<file path="src/include/spi_ctl_pkg.sv">
// shared constants and carrier types for the serial control and status block
package spi_ctl_pkg;
  localparam int          DATA_W       = 8;
  localparam int          FIFO_DEPTH   = 32;
  localparam logic [1:0]  SEL_MODE_RST = 2'h1;
  localparam logic [1:0]  SEL_3WIRE    = 2'h0;
  localparam logic [1:0]  SEL_4W_IN    = 2'h1;
  localparam int          SEL_HI_BIT   = 1;
  localparam int          SEL_LO_BIT   = 0;
  localparam logic [7:0]  CLK_DIV_RST  = 8'h00;
  localparam logic [2:0]  BIT_LAST     = 3'h7;
  localparam logic [2:0]  SYNC_RST     = 3'h7;

  typedef struct packed {
    logic [1:0] sel_mode_field;
    logic       master_enable_bit;
    logic       unit_enable_bit;
  } ctrl_t;

  typedef struct packed {
    logic rx_overrun_flag;
    logic tx_buffer_empty;
    logic transfer_done_flag;
    logic mode_fault_flag;
  } stat_t;

  typedef enum logic [1:0] {
    ST_IDLE  = 2'b00,
    ST_SHIFT = 2'b01,
    ST_DONE  = 2'b10
  } xfer_state_t;
endpackage

</file>
<file path="src/core/spi_ctl_fifo.sv">
// parameterised valid/ready fifo for received bytes
`timescale 1ns/1ps
module spi_ctl_fifo #(
  parameter int WIDTH = 8,
  parameter int DEPTH = 32
) (
  input  wire logic             clk,
  input  wire logic             rst_n,
  input  wire logic             in_valid,
  output      logic             in_ready,
  input  wire logic [WIDTH-1:0] in_data,
  output      logic             out_valid,
  input  wire logic             out_ready,
  output      logic [WIDTH-1:0] out_data
);
  localparam int AW = $clog2(DEPTH);
  logic [WIDTH-1:0] mem [DEPTH];
  logic [AW-1:0]    wr_ptr_ff;
  logic [AW-1:0]    rd_ptr_ff;
  logic [AW:0]      count_ff;
  wire              push = in_valid && in_ready;
  wire              pop  = out_valid && out_ready;

  assign in_ready  = (count_ff != (AW+1)'(DEPTH));
  assign out_valid = (count_ff != '0);
  assign out_data  = mem[rd_ptr_ff];

  always_ff @(posedge clk)
    if (push)
      mem[wr_ptr_ff] <= in_data;

  always_ff @(posedge clk or negedge rst_n)
    if (!rst_n)
    begin
      wr_ptr_ff <= '0;
      rd_ptr_ff <= '0;
      count_ff  <= '0;
    end
    else
    begin
      if (push)
        wr_ptr_ff <= wr_ptr_ff + 1'b1;
      if (pop)
        rd_ptr_ff <= rd_ptr_ff + 1'b1;
      count_ff <= count_ff + (AW+1)'(push) - (AW+1)'(pop);
    end
endmodule // spi_ctl_fifo

</file>
<file path="src/core/spi_ctl_top.sv">
// serial unit core: overrun, select mode, tx empty, enable, done and fault flags
// Behaviour
// - A slave transfer whose last bit arrives while the receive fifo is full sets overrun.
// - Overrun is set only in slave operation, never as master.
// - Overrun stays set until software clears it; hardware never clears it.
// - Select mode 00 is three-wire and leaves the select pin undriven and unused.
// - Select mode 01, the reset default, uses the select pin only as an input.
// - Select mode 1x, with the unit enabled, drives the select pin with the field's low bit.
// - Writing a byte to the transmit buffer while the unit is enabled clears the empty flag, unless a shift-register load sets it in the same cycle.
// - Moving the buffered byte into the shift register sets the empty flag.
// - The done flag is set at the end of each transfer.
// - Select low while master is enabled in mode 01 sets the mode fault flag.
`timescale 1ns/1ps
module spi_ctl_top #(
  parameter int DATA_W = spi_ctl_pkg::DATA_W,
  parameter int DEPTH  = spi_ctl_pkg::FIFO_DEPTH
) (
  input  wire logic              CORE_CLK,
  input  wire logic              RESET_N,
  input  wire logic              UNIT_ENABLE,
  input  wire logic              MASTER_ENABLE,
  input  wire logic [1:0]        SEL_MODE,
  input  wire logic [7:0]        CLK_DIV,
  input  wire logic              TX_WRITE,
  input  wire logic [DATA_W-1:0] TX_DATA,
  input  wire logic              RX_READ,
  output      logic [DATA_W-1:0] RX_DATA,
  output      logic              RX_VALID,
  input  wire logic              CLR_OVERRUN,
  input  wire logic              CLR_DONE,
  input  wire logic              CLR_FAULT,
  output      logic              RX_OVERRUN,
  output      logic              TX_EMPTY,
  output      logic              XFER_DONE,
  output      logic              MODE_FAULT,
  input  wire logic              SEL_IN,
  output      logic              SEL_OUT,
  output      logic              SEL_OE_N,
  input  wire logic              SCK_IN,
  output      logic              SCK_OUT,
  input  wire logic              SDI,
  output      logic              SDO
);
  spi_ctl_pkg::ctrl_t       ctrl;
  spi_ctl_pkg::stat_t       stat_ff;
  spi_ctl_pkg::stat_t       nxt_stat;
  spi_ctl_pkg::xfer_state_t state_ff;
  spi_ctl_pkg::xfer_state_t nxt_state;
  logic [2:0]        sel_sync_ff;
  logic [2:0]        sck_sync_ff;
  logic [2:0]        sdi_sync_ff;
  logic              sel_q_ff;
  logic              sck_q_ff;
  logic              sck_prev_ff;
  logic              sdi_q_ff;
  logic [DATA_W-1:0] tx_buf_ff;
  logic [DATA_W-1:0] shift_ff;
  logic [2:0]        bit_cnt_ff;
  logic [7:0]        div_cnt_ff;
  logic              sck_gen_ff;
  logic              sel_out_ff;
  logic              sel_oe_n_ff;
  logic              sdo_ff;
  logic              rx_data_valid;
  logic              fifo_in_ready;

  // 2nd and 3rd stages agree before a pin change counts
  function automatic logic settle(input logic [2:0] s, input logic old);
    return (s[1] == s[2]) ? s[2] : old;
  endfunction

  assign ctrl = '{sel_mode_field: SEL_MODE, master_enable_bit: MASTER_ENABLE,
                  unit_enable_bit: UNIT_ENABLE};
  wire is_master   = ctrl.unit_enable_bit && ctrl.master_enable_bit;
  wire is_slave    = ctrl.unit_enable_bit && !ctrl.master_enable_bit;
  wire sel_in_used = (ctrl.sel_mode_field == spi_ctl_pkg::SEL_4W_IN);
  wire sel_drive   = ctrl.sel_mode_field[spi_ctl_pkg::SEL_HI_BIT];
  // slave outside select mode 01 is always selected; mode 01 slave needs select low
  wire selected    = is_slave && (!sel_in_used || !sel_q_ff);
  wire sck_rise    = selected && sck_q_ff && !sck_prev_ff;
  wire mst_tick    = is_master && (div_cnt_ff == CLK_DIV);
  wire shift_tick  = (state_ff == spi_ctl_pkg::ST_SHIFT) &&
                     (is_master ? (mst_tick && sck_gen_ff) : sck_rise);
  wire last_bit    = shift_tick && (bit_cnt_ff == spi_ctl_pkg::BIT_LAST);
  wire load_shift  = (state_ff == spi_ctl_pkg::ST_IDLE) && !stat_ff.tx_buffer_empty &&
                     (is_master || selected);
  wire overrun_ev  = last_bit && is_slave && !fifo_in_ready;
  wire fault_ev    = is_master && sel_in_used && !sel_q_ff;
  wire tx_accept   = TX_WRITE && ctrl.unit_enable_bit;

  always_comb
  begin
    nxt_state = state_ff;
    case (state_ff)
      spi_ctl_pkg::ST_IDLE:  if (load_shift) nxt_state = spi_ctl_pkg::ST_SHIFT;
      spi_ctl_pkg::ST_SHIFT: if (last_bit) nxt_state = spi_ctl_pkg::ST_DONE;
      spi_ctl_pkg::ST_DONE:  nxt_state = spi_ctl_pkg::ST_IDLE;
      default:               nxt_state = spi_ctl_pkg::ST_IDLE;
    endcase
    if (!ctrl.unit_enable_bit)
      nxt_state = spi_ctl_pkg::ST_IDLE;
  end

  // set beats clear on every sticky flag
  always_comb
  begin
    nxt_stat = stat_ff;
    if (CLR_OVERRUN) nxt_stat.rx_overrun_flag = 1'b0;
    if (overrun_ev)  nxt_stat.rx_overrun_flag = 1'b1;
    if (tx_accept)   nxt_stat.tx_buffer_empty = 1'b0;
    if (load_shift)  nxt_stat.tx_buffer_empty = 1'b1;
    if (CLR_DONE)    nxt_stat.transfer_done_flag = 1'b0;
    if (last_bit)    nxt_stat.transfer_done_flag = 1'b1;
    if (CLR_FAULT)   nxt_stat.mode_fault_flag = 1'b0;
    if (fault_ev)    nxt_stat.mode_fault_flag = 1'b1;
  end

  always_ff @(posedge CORE_CLK or negedge RESET_N)
    if (!RESET_N)
    begin
      sel_sync_ff <= spi_ctl_pkg::SYNC_RST;
      sck_sync_ff <= '0;
      sdi_sync_ff <= '0;
      sel_q_ff    <= 1'b1;
      sck_q_ff    <= 1'b0;
      sck_prev_ff <= 1'b0;
      sdi_q_ff    <= 1'b0;
    end
    else
    begin
      sel_sync_ff <= {sel_sync_ff[1:0], SEL_IN};
      sck_sync_ff <= {sck_sync_ff[1:0], SCK_IN};
      sdi_sync_ff <= {sdi_sync_ff[1:0], SDI};
      sel_q_ff    <= settle(sel_sync_ff, sel_q_ff);
      sck_q_ff    <= settle(sck_sync_ff, sck_q_ff);
      sck_prev_ff <= sck_q_ff;
      sdi_q_ff    <= settle(sdi_sync_ff, sdi_q_ff);
    end

  always_ff @(posedge CORE_CLK or negedge RESET_N)
    if (!RESET_N)
    begin
      state_ff   <= spi_ctl_pkg::ST_IDLE;
      stat_ff    <= '{1'b0, 1'b1, 1'b0, 1'b0};
      tx_buf_ff  <= '0;
      shift_ff   <= '0;
      bit_cnt_ff <= '0;
      div_cnt_ff <= spi_ctl_pkg::CLK_DIV_RST;
      sck_gen_ff <= 1'b0;
    end
    else
    begin
      state_ff <= nxt_state;
      stat_ff  <= nxt_stat;
      if (tx_accept)
        tx_buf_ff <= TX_DATA;
      if (load_shift)
        shift_ff <= tx_buf_ff;
      else if (shift_tick)
        shift_ff <= {shift_ff[DATA_W-2:0], sdi_q_ff};
      if (load_shift)
        bit_cnt_ff <= '0;
      else if (shift_tick)
        bit_cnt_ff <= bit_cnt_ff + 3'h1;
      // master clock period is 2*(div+1) core cycles
      if (!is_master || state_ff != spi_ctl_pkg::ST_SHIFT)
      begin
        div_cnt_ff <= spi_ctl_pkg::CLK_DIV_RST;
        sck_gen_ff <= 1'b0;
      end
      else if (mst_tick)
      begin
        div_cnt_ff <= spi_ctl_pkg::CLK_DIV_RST;
        sck_gen_ff <= !sck_gen_ff;
      end
      else
        div_cnt_ff <= div_cnt_ff + 8'h01;
    end

  // pin drivers registered so outputs come straight from flops
  always_ff @(posedge CORE_CLK or negedge RESET_N)
    if (!RESET_N)
    begin
      sel_out_ff  <= 1'b1;
      sel_oe_n_ff <= 1'b1;
      sdo_ff      <= 1'b0;
    end
    else
    begin
      sel_out_ff  <= ctrl.sel_mode_field[spi_ctl_pkg::SEL_LO_BIT];
      sel_oe_n_ff <= !(ctrl.unit_enable_bit && sel_drive);
      sdo_ff      <= shift_ff[DATA_W-1];
    end

  assign SCK_OUT    = sck_gen_ff;
  assign SEL_OUT    = sel_out_ff;
  assign SEL_OE_N   = sel_oe_n_ff;
  assign SDO        = sdo_ff;
  assign RX_OVERRUN = stat_ff.rx_overrun_flag;
  assign TX_EMPTY   = stat_ff.tx_buffer_empty;
  assign XFER_DONE  = stat_ff.transfer_done_flag;
  assign MODE_FAULT = stat_ff.mode_fault_flag;

  // a full receive buffer drops the new byte; overrun reports that loss in slave operation only
  spi_ctl_fifo #(.WIDTH(DATA_W), .DEPTH(DEPTH)) u_rx_fifo (
    .clk       (CORE_CLK),
    .rst_n     (RESET_N),
    .in_valid  (last_bit),
    .in_ready  (fifo_in_ready),
    .in_data   ({shift_ff[DATA_W-2:0], sdi_q_ff}),
    .out_valid (rx_data_valid),
    .out_ready (RX_READ),
    .out_data  (RX_DATA)
  );
  assign RX_VALID = rx_data_valid;

  a_overrun_sticky: assert property (@(posedge CORE_CLK) disable iff (!RESET_N)
    (RX_OVERRUN && !CLR_OVERRUN) |=> RX_OVERRUN) else $error("overrun lost");
  a_overrun_cause: assert property (@(posedge CORE_CLK) disable iff (!RESET_N)
    $rose(RX_OVERRUN) |-> !$past(fifo_in_ready) && $past(is_slave)) else $error("bad overrun");
  a_overrun_master: assert property (@(posedge CORE_CLK) disable iff (!RESET_N)
    (UNIT_ENABLE && MASTER_ENABLE) |=> !$rose(RX_OVERRUN)) else $error("overrun as master");
  a_sel_mode_in: assert property (@(posedge CORE_CLK) disable iff (!RESET_N)
    (SEL_MODE == spi_ctl_pkg::SEL_3WIRE) |=> SEL_OE_N) else $error("select driven");
  a_sel_mode_out: assert property (@(posedge CORE_CLK) disable iff (!RESET_N)
    (sel_drive && UNIT_ENABLE) |=> !SEL_OE_N && SEL_OUT == $past(SEL_MODE[0]))
    else $error("select not driven");
  a_sel_default: assert property (@(posedge CORE_CLK) disable iff (!RESET_N)
    (SEL_MODE == spi_ctl_pkg::SEL_4W_IN) |=> SEL_OE_N) else $error("mode 01 drives select");
  a_tx_write_clr: assert property (@(posedge CORE_CLK) disable iff (!RESET_N)
    (tx_accept && !load_shift) |=> !TX_EMPTY) else $error("empty not cleared");
  a_tx_load_set: assert property (@(posedge CORE_CLK) disable iff (!RESET_N)
    load_shift |=> TX_EMPTY && state_ff == spi_ctl_pkg::ST_SHIFT) else $error("load failed");
  a_enable_gate: assert property (@(posedge CORE_CLK) disable iff (!RESET_N)
    !UNIT_ENABLE |=> state_ff == spi_ctl_pkg::ST_IDLE) else $error("runs disabled");
  a_done_set: assert property (@(posedge CORE_CLK) disable iff (!RESET_N)
    last_bit |=> XFER_DONE ##1 state_ff == spi_ctl_pkg::ST_IDLE) else $error("no done");
  a_fault_set: assert property (@(posedge CORE_CLK) disable iff (!RESET_N)
    fault_ev |=> MODE_FAULT) else $error("no mode fault");
endmodule // spi_ctl_top

</file>
<file path="config.mk">
export PLATFORM = sky130hd
export DESIGN_NAME = spi_ctl_top
export DESIGN_NICKNAME = d
export VERILOG_FILES = /design/src/include/spi_ctl_pkg.sv /design/src/core/spi_ctl_fifo.sv /design/src/core/spi_ctl_top.sv
export SDC_FILE = /design/constraint.sdc
export NUM_CORES = 1
export LEC_CHECK = 0
export ABC_AREA = 1
export BUFFER_PORTS_ARGS = -buffer_cell sky130_fd_sc_hd__buf_2
export CORE_MARGIN = 5
export CORE_UTILIZATION = 60
export DETAILED_ROUTE_END_ITERATION = 8
export GPL_TIMING_DRIVEN = 0
export PLACE_DENSITY = 0.78
export SLEW_MARGIN = 30
export SYNTH_ARGS = -nofsm -noshare
export SYNTH_HDL_FRONTEND = slang
export SYNTH_SLANG_ARGS = --single-unit
</file>
<file path="constraint.sdc">
create_clock -name CORE_CLK -period 4.2 [get_ports CORE_CLK]
set_clock_uncertainty 0.05 [all_clocks]
set_input_delay 0.42 -clock CORE_CLK [delete_from_list [all_inputs] [get_ports CORE_CLK]]
set_output_delay 0.42 -clock CORE_CLK [all_outputs]
set_load 0.03 [all_outputs]
</file>
Word level (Yosys, flattened, before mapping)
Memory sizes are Yosys's and may differ from the RTL's.
Cells that the tools add are included.
{ "word_totals": {"register_bits": 66, "latchBits": 0, "mem_bits_rw": 256, "mem_bits_ro": 0, "in_bits": 30, "output_inout_bits": 17, "wordCells": 104, "mem_count": 1} }
{ "mem_list": {"columns": ["memory", "words", "word_bits", "rd", "rd_clocked_by_memory_dff", "wr", "line_no", "rtl"], "rows": [
  ["u_rx_fifo.mem", 32, 8, 1, 0, 1, "spi_ctl_fifo.sv:17", "logic [WIDTH-1:0] mem [DEPTH];"]
]} }
{ "op_classes": {"add_sub_neg": 6, "multipliers": 0, "div_mod_pow": 0, "n_lt_le_gt_ge": 0, "n_eq_ne": 11, "shifts": 0, "muxes": 23, "bitwise_logic": 0, "reduce_logical": 40} }
{ "ops": {"columns": ["operator", "count"], "rows": [
  ["8-bit two-way mux", 4],
  ["1-bit logical AND", 19],
  ["1-bit two-way mux", 13],
  ["2-bit nonzero test", 6],
  ["5-bit by 1-bit adder with 5-bit output, second input constant", 2],
  ["1-bit zero test", 9],
  ["8-bit by 1-bit adder with 8-bit output, second input constant", 1],
  ["8-bit equality test", 1],
  ["6-bit by 1-bit adder with 6-bit output", 1],
  ["2-bit two-way mux", 3],
  ["3-bit two-way mux", 2],
  ["3-bit != test, second input constant", 2],
  ["6-bit != test, second input constant", 1],
  ["6-bit nonzero test", 1],
  ["6-bit by 1-bit subtractor with 6-bit output", 1],
  ["2-bit by 1-bit equality test with 1-bit output, second input constant", 2],
  ["2-bit one-hot mux with 2 select lines", 1],
  ["3-bit by 1-bit adder with 3-bit output, second input constant", 1],
  ["1-bit equality test", 3],
  ["3-bit equality test, second input constant", 1],
  ["1-bit logical OR", 3],
  ["2-bit zero test", 1],
  ["2-bit by 1-bit != test with 1-bit output, second input constant", 1],
  ["2-bit AND reduction", 1]
]} }

Logic depth before layout (Yosys ltp)
Gate-level depths: netlist of the first run.
{ "depth": {"depth_word": 12, "ltp_mapped": 19, "depth_no_buf": 17} }

Cells and area by module
A second synthesis of the first run with hierarchy kept.
{ "unflattened": {"hier_cells": 1357, "area_unflattened_um2": 13958.4} }
{ "modules_own_cells": {"columns": ["mod", "n_inst", "cells_per_inst", "area_per_inst_um2", "seq_area_each_um2"], "rows": [
  ["spi_ctl_fifo", 1, 1123, 11816.3, 8087.8],
  ["spi_ctl_top", 1, 234, 2142.1, 1260.0]
]} }

Least setup slack after synthesis of the first run
OpenSTA, ideal clock, no wires.
{ "synth_timing": {"path_kind": "reg-to-reg", "startpoint": "register u_rx_fifo.count_ff[2]", "endpoint": "register u_rx_fifo.count_ff[4]", "setup_ns": 0.079, "t_arrival_ns": 2.583, "t_required_ns": 4.071, "setup_slack_ns": 1.488, "path_stages_with_launch": 14, "n_path_buf": 0, "period_less_slack_ns": 2.712, "path_cell_list": "dfrtp_1 > inv_1 > ha_1 > nand4_1 > nand2_1 > inv_1 > ha_1 > inv_1 > ha_1 > fa_1 > a21oi_1 > nor2_1 > nor2_1 > xor2_1"} }
{ "synth_between": {"word_cells_on_any_way": 6} }
{ "synth_lines": {"columns": ["item", "line_no", "rtl"], "rows": [
  ["start: declaration", "spi_ctl_fifo.sv:20", "logic [AW:0] count_ff;"],
  ["start signal: assignment", "spi_ctl_fifo.sv:45", "count_ff <= count_ff + (AW+1)'(push) - (AW+1)'(pop);"],
  ["6-bit nonzero test", "spi_ctl_fifo.sv:25", "assign out_valid = (count_ff != '0);"],
  ["net RX_VALID", "spi_ctl_top.sv:28", "output logic RX_VALID,"],
  ["1-bit logical AND", "spi_ctl_fifo.sv:22", "wire pop = out_valid && out_ready;"],
  ["net u_rx_fifo.pop", "spi_ctl_fifo.sv:22", null],
  ["6-bit by 1-bit subtractor with 6-bit output", "spi_ctl_fifo.sv:45", null]
]} }
The timed path passes the listed nets, and every way through them passes these cells.
A chain may end at the register's enable or synchronous reset.

Final worst setup path of the first run
{ "layout_timing": {"startpoint": "register u_rx_fifo.rd_ptr_ff[0]", "endpoint": "output RX_DATA[6]"} }
{ "layout_between": {"elab_chain_cells": 1} }
{ "layout_rtl": {"columns": ["item", "line_no", "rtl"], "rows": [
  ["start: declaration", "spi_ctl_fifo.sv:19", "logic [AW-1:0] rd_ptr_ff;"],
  ["start signal: assignment", "spi_ctl_fifo.sv:44", "rd_ptr_ff <= rd_ptr_ff + 1'b1;"],
  ["memory 32 x 8 bit", null, null],
  ["end: declaration", "spi_ctl_top.sv:27", "output logic [DATA_W-1:0] RX_DATA,"]
]} }
Every way passes these cells.

==> results of run 1 <==
-- timing repair --
action,4_1_cts,5_1_grt
hold buffers,7,0
endpoints found under the hold margin,36,0
buffers inserted,0,0
-- registers in the layout, summed over array words and instances, names as in the netlist, 2 cells and up --
signal	count
state_ff	2
u_rx_fifo.count_ff	6
sck_sync_ff	3
bit_cnt_ff	3
tx_buf_ff	8
u_rx_fifo.mem	256
u_rx_fifo.rd_ptr_ff	5
div_cnt_ff	8
shift_ff	8
u_rx_fifo.wr_ptr_ff	5
sdi_sync_ff	3
sel_sync_ff	3
-- routing by layer --
| layer | part of all wire [%] | vias to the layer above |
|---|---|---|
| li1 | - | 4206 |
| met1 | 37 | 4461 |
| met2 | 49 | 533 |
| met3 | 10 | 71 |
| met4 | 3.0 | 0 |
| met5 | 0 | - |
-- where the power goes --
part | total [µW] | switching, µW | internal, µW
registers | 4220 | 380 | 3840
logic | 3170 | 2280 | 894
clock network | 2820 | 1130 | 1690
-- metrics by stage --
step	hold slack [ns]	util [%]
after floorplan	0.0744	-
after CTS	0.00113	69.7
after global routing	0.0151	69.7
after global placement	0.282	63.7
final	0.00867	69.7
after detailed placement	0.261	64.5
-- cell families after synthesis --
| logic type | after synthesis |
|---|---|
| buffers and inverters | 128 |
| AO/OA/AOI/OAI | 238 |
| adder cells (fa/ha/maj) | 21 |
| AND/OR/NAND/NOR | 419 |
| XOR/XNOR | 13 |
| flip-flops | 322 |
-- worst max-delay path by stage --
stage / from / endpoint / slack (ns) / depth (start not counted)
final: u_rx_fifo.rd_ptr_ff[0] / RX_DATA[6] / 0.65 / 10
after global routing: u_rx_fifo.rd_ptr_ff[0] / RX_DATA[6] / 0.57 / 10
after CTS: u_rx_fifo.rd_ptr_ff[0] / RX_DATA[6] / 0.66 / 10
after detailed placement: u_rx_fifo.count_ff[2] / u_rx_fifo.count_ff[4] / 1.20 / 13
after global placement: UNIT_ENABLE / u_rx_fifo.mem[24][0] / 1.01 / 11
after floorplan: u_rx_fifo.count_ff[2] / u_rx_fifo.count_ff[4] / 1.49 / 13
-- synthesized netlist by cell type, types with 3 or more instances --
| cell | n |
|---|---|
| nor3_1 | 36 |
| o211ai_1 | 28 |
| o21ai_0 | 158 |
| maj3_1 | 3 |
| o221ai_1 | 4 |
| clkinv_1 | 5 |
| a21oi_1 | 10 |
| nand3_1 | 31 |
| nand4_1 | 20 |
| dfrtp_1 | 59 |
| xor2_1 | 13 |
| clkbuf_1 | 41 |
| ha_1 | 17 |
| buf_2 | 10 |
| o21ai_1 | 3 |
| nor2_1 | 182 |
| o22ai_1 | 34 |
| nand2_1 | 141 |
| nand2_2 | 3 |
| buf_6 | 3 |
| edfxtp_1 | 256 |
| inv_1 | 67 |
| dfstp_2 | 7 |
-- layout make-up --
class	count	area [µm²]
Sequential cell	322	9360
Fill cell	1492	6610
Multi-Input combinational cell	691	3600
Clock buffer	48	963
Tap cell	280	350
Timing Repair Buffer	54	330
Inverter	73	274
Buffer	55	245
Clock inverter	8	92.6
-- worst min-delay path, cell delays in order --
cell and delay (ns):
buf_2 0.07, nand2_1 0.04, nand2_1 0.04
==> results.sh, run 1 <==
export IMPL_status="finished clean"
export IMPL_antenna_found_initial=0
export IMPL_dp_cells=1468
export IMPL_ff2ff_setup_slack_ns=1.19
export IMPL_holdCritPathClass="input pin to register"
export IMPL_first_iter_violations=1123
export IMPL_yosysSeqAreaShare_pct=70.2
export IMPL_dieHeight_um=159
export IMPL_post_route_drc_count=0
export IMPL_min_to="tx_buf_ff[2]"
export IMPL_postSynth_asyncResetShare_pct=20.5
export IMPL_grt_pass1_vias=9060
export IMPL_crit_path_max_fanout=10
export IMPL_gp_congestion=0.997
export IMPL_clkSinkCount=322
export IMPL_rr_endpoint="u_rx_fifo.count_ff[4]"
export IMPL_placed_area_mm2=0.0141
export IMPL_rows=54
export IMPL_syn_avg_cell_area_um2=11.7
export IMPL_crit_slowest_cell="clkbuf_1"
export IMPL_cts_tree="done"
export IMPL_hpwlAfterDp_um=21200
export IMPL_cts_buffer_depth=3
export IMPL_hold_viol=0
export IMPL_start_util_pct=61.0
export IMPL_io_buffers=46
export IMPL_p_leak_uw=0.00550
export IMPL_syn_area_mm2=0.0133
export IMPL_setup_viol=0
export IMPL_synth_edf_count=256
export IMPL_pre_cts_ws_ns=1.20
export IMPL_fin_setup_tns_ns=0
export IMPL_power_uw=10200
export IMPL_r2r_cells=13
export IMPL_drtPass1Iterations=6
export IMPL_final_cell_mix="256 x edfxtp_1, 182 x nor2_1, 158 x o21ai_0, 141 x nand2_1, 67 x inv_1"
export IMPL_grt_busiest_layer="met2"
export IMPL_dieWidth_um=159
export IMPL_htreeDepth=1
export IMPL_clkTransAtPathRegs_ns=0.06
export IMPL_final_common_cell="edfxtp_1"
export IMPL_worstHoldStart="TX_DATA[2]"
export IMPL_rsz0062_at_grt="no"
export IMPL_required_ns=3.73
export IMPL_critPathArrivalTime_ns=3.08
export IMPL_synth_flop_cell="edfxtp_1"
export IMPL_crit_chain="inv_1 > buf_2 > clkbuf_1 > o21ai_0 > o211ai_1 > nand3_1 > nand4_1 > o21ai_0 > inv_1 > buf_2"
export IMPL_synth_area_top_cells="edfxtp_1 58%, dfrtp_1 11%, o21ai_0 5.9%, nor2_1 5.1%, nand2_1 4.0%"
export IMPL_via_per_inst=6.06
export IMPL_grt_use_met3_pct=3.52
export IMPL_clock_latency_ns=0.56
export IMPL_dieArea_mm2=0.0253
export IMPL_track_usage_pct=25.3
export IMPL_io_pins=47
export IMPL_critPathTopFamily="buffers and inverters"
export IMPL_period_minus_slack_ns=3.55
export IMPL_yosysWarningCount=0
export IMPL_synth_top_family_by_area="simple AND/OR/NAND/NOR gates"
export IMPL_met1_usage_pct=34.3
export IMPL_reg2reg_from="u_rx_fifo.count_ff[2]"
export IMPL_crit_path_end_kind="output pin"
export IMPL_power_density_mw_per_mm2=672
export IMPL_ys_ff_latch=322
export IMPL_netlist_area_leader_share_pct=57.8
export IMPL_layout_setup_ws_ns=0.647
export IMPL_max_cap_viol_count=0
export IMPL_synthSimpleGateAreaFrac_pct=13.1
export IMPL_stdcell_area_mm2=0.0152
export IMPL_n_antenna_cell=0
export IMPL_max_stage_delay_ns=0.56
export IMPL_period_share_pct=84.6
export IMPL_cts_root_buf="clkbuf_16"
export IMPL_ant_nets=0
export IMPL_final_cells=1531
export IMPL_synth_nets=1189
export IMPL_grt_pass1_wl_um=50200
export IMPL_area_growth_synth_to_final_pct=14.3
export IMPL_worstHoldPathCells=3
export IMPL_drt_wirelength_per_cell_um=21.3
export IMPL_worst_slew_pin_slew_ns=0.896
export IMPL_layout_drive_gt1_share_pct=13.2
export IMPL_wl_um=32500
export IMPL_start_kind="register"
export IMPL_synthXorXnorAreaFrac_pct=0.855
export IMPL_grt_overflow=0
export IMPL_grtUsageMet2_pct=42.8
export IMPL_crit_buf_inv=5
export IMPL_fmax_mhz=281
export IMPL_nNetsFinal=1275
export IMPL_synthAdderAreaFrac_pct=1.97
export IMPL_core_area_mm2=0.0218
export IMPL_grt_max_degree=50
export IMPL_synthCells=1141
export IMPL_slew_headroom_pct=39.9
export IMPL_muxShareOfSynthArea_pct=0
export IMPL_netlist_cell_type_count=33
export IMPL_ctsResizeCount=0
export IMPL_maxSlewViolCount=0
export IMPL_cts_buffers=30
export IMPL_ir_drop_mv=0.526
export IMPL_crit_type="register to output pin"
export IMPL_synth_area_leader_cell="edfxtp_1"
export IMPL_vias=9271
export IMPL_synth_compound_area_share_pct=9.94
No activity file was read; power rests on OpenSTA's default activity.
==> inputs of run 2 (changes only) <==
==> constraint.sdc (replaced) <==
create_clock -name CORE_CLK -period 3.6 [get_ports CORE_CLK]
set_clock_uncertainty 0.05 [all_clocks]
set_input_delay 0.36 -clock CORE_CLK [delete_from_list [all_inputs] [get_ports CORE_CLK]]
set_output_delay 0.36 -clock CORE_CLK [all_outputs]
set_load 0.03 [all_outputs]
==> run 2 against run 1 <==
  * Critical path depth is the same
  * Global-route usage grew 0.28 points
  * Cell count grew 0.72%
  * Largest power group unchanged
==> results.sh, run 2 (same netlist as run 1, synthesis figures left out) <==
export IMPL_whs_ns=0.0901
export IMPL_via_per_inst=6.06
export IMPL_antenna_found_initial=0
export IMPL_wl_um=33100
export IMPL_grt_overflow=0
export IMPL_power_density_mw_per_mm2=780
export IMPL_seqCellArea_mm2=0.00936
export IMPL_grt_pass1_wl_um=50700
export IMPL_cts_buffer_depth=3
export IMPL_fmax_mhz=287
export IMPL_start_kind="register"
export IMPL_crit_path_end_kind="output pin"
export IMPL_grt_max_degree=50
export IMPL_rsz0062_at_grt="no"
export IMPL_worstHoldPathCells=3
export IMPL_crit_type="register to output pin"
export IMPL_n_antenna_cell=0
export IMPL_clock_latency_ns=0.56
export IMPL_ir_drop_mv=0.613
export IMPL_drt_wirelength_per_cell_um=21.4
export IMPL_critPathArrivalTime_ns=3.07
export IMPL_dieWidth_um=159
export IMPL_start_util_pct=61.0
export IMPL_slew_headroom_pct=40.2
export IMPL_crit_path_max_fanout=10
export IMPL_final_common_cell="edfxtp_1"
export IMPL_worst_slew_pin_slew_ns=0.891
export IMPL_io_pins=47
export IMPL_cts_buffers=30
export IMPL_core_area_mm2=0.0218
export IMPL_first_iter_violations=1155
export IMPL_multi_input_area_mm2=0.00360
export IMPL_post_cts_buffers=0
export IMPL_clkSinkCount=322
export IMPL_dieArea_mm2=0.0253
export IMPL_area_growth_synth_to_final_pct=15.1
export IMPL_power_uw=12000
export IMPL_maxSlewViolCount=0
export IMPL_track_usage_pct=25.6
export IMPL_fin_setup_tns_ns=0
export IMPL_htreeDepth=1
export IMPL_holdCritPathClass="input pin to register"
export IMPL_top_register="u_rx_fifo.mem"
export IMPL_max_cap_viol_count=0
export IMPL_drtPass1Iterations=8
export IMPL_ant_nets=0
export IMPL_cts_tree="done"
export IMPL_period_share_pct=96.7
export IMPL_clkTransAtPathRegs_ns=0.06
export IMPL_period_minus_slack_ns=3.48
export IMPL_nNetsFinal=1286
export IMPL_hold_viol=0
export IMPL_final_cell_mix="256 x edfxtp_1, 182 x nor2_1, 158 x o21ai_0, 141 x nand2_1, 67 x inv_1"
export IMPL_required_ns=3.19
export IMPL_pre_cts_ws_ns=0.598
export IMPL_post_route_drc_count=0
export IMPL_grt_pass1_vias=9107
export IMPL_r2r_cells=13
export IMPL_dieHeight_um=159
export IMPL_layout_drive_gt1_share_pct=13.1
export IMPL_gp_congestion=0.997
export IMPL_setup_viol=0
export IMPL_vias=9347
export IMPL_cts_root_buf="clkbuf_16"
export IMPL_largest_register_ffs=256
export IMPL_status="finished clean"
export IMPL_layout_setup_ws_ns=0.119
export IMPL_fillers=1478
export IMPL_hpwlAfterDp_um=21200
export IMPL_p_leak_uw=0.00555
export IMPL_rows=54
export IMPL_io_buffers=46
==> run 2: cell types whose count changed in the layout (fill, tap and decap cells not counted) <==
| cell | change |
|---|---|
| dlygate4sd3_1 | +11 |
==> run 2: power by group <==
part / internal, µW / total [µW] / switching [µW]
Sequential: 4480 / 4930 / 444
Clock: 1970 / 3310 / 1330
Combinational: 1050 / 3720 / 2670
Total: 7510 / 12000 / 4450
==> run 2: stage by stage <==
| step | area [µm²] | util (%) | std cells |
|---|---|---|---|
| 3_3_place_gp | 13900 | 63.7 | 1467 |
| 5_1_grt | 15300 | 70.2 | 1542 |
| 4_1_cts | 15300 | 70.2 | 1542 |
| 3_5_place_dp | 14100 | 64.5 | 1468 |
| 2_1_floorplan | 13300 | - | 1141 |
| 6_report | 15300 | 70.2 | 1542 |
==> run 2: repair_timing <==
item	in CTS	in global routing
hold buffers	18	0
resized for setup	0	0
hold endpoints to repair	75	0
==> run 2: layer usage <==
metal  up-vias  wire (µm)  GRT usage, %
met5         -          0             0
met4         0       1100          8.65
met3        79       3290          3.65
met2       556      16200          43.2
met1      4480      12500          34.6
li1       4232          -             -
==> run 2: worst paths after layout <==
| path | slack [ns] | to | start |
|---|---|---|---|
| worst min-delay path | 0.09 | state_ff[0] | UNIT_ENABLE |
| worst max register to register | 0.60 | u_rx_fifo.count_ff[4] | u_rx_fifo.count_ff[3] |
| max in group asynchronous | 2.74 | sel_sync_ff[2] | RESET_N |
| worst min register to register | 0.30 | sdi_sync_ff[1] | sdi_sync_ff[0] |
| min in group asynchronous | 0.17 | bit_cnt_ff[0] | RESET_N |
| worst max-delay path | 0.12 | RX_DATA[6] | u_rx_fifo.rd_ptr_ff[0] |
==> run 2: worst max-delay path, stage by stage (launching register included) <==
cell      delay [ns]
dfrtp_1         0.43
inv_1           0.16
buf_2           0.24
clkbuf_1        0.56
o21ai_0         0.22
o211ai_1        0.17
nand3_1         0.19
nand4_1         0.12
o21ai_0         0.15
inv_1           0.09
buf_2           0.19
==> run 2: final cells by class <==
type / instances / area share (%)
plain buffers: 55 / 1.60
flip-flops and latches: 322 / 61.1
clock buffers: 48 / 6.29
multi-input cells: 691 / 23.5
well taps: 280 / 2.29
repair buffers: 65 / 2.87
inverters: 73 / 1.79
clock inverters: 8 / 0.604
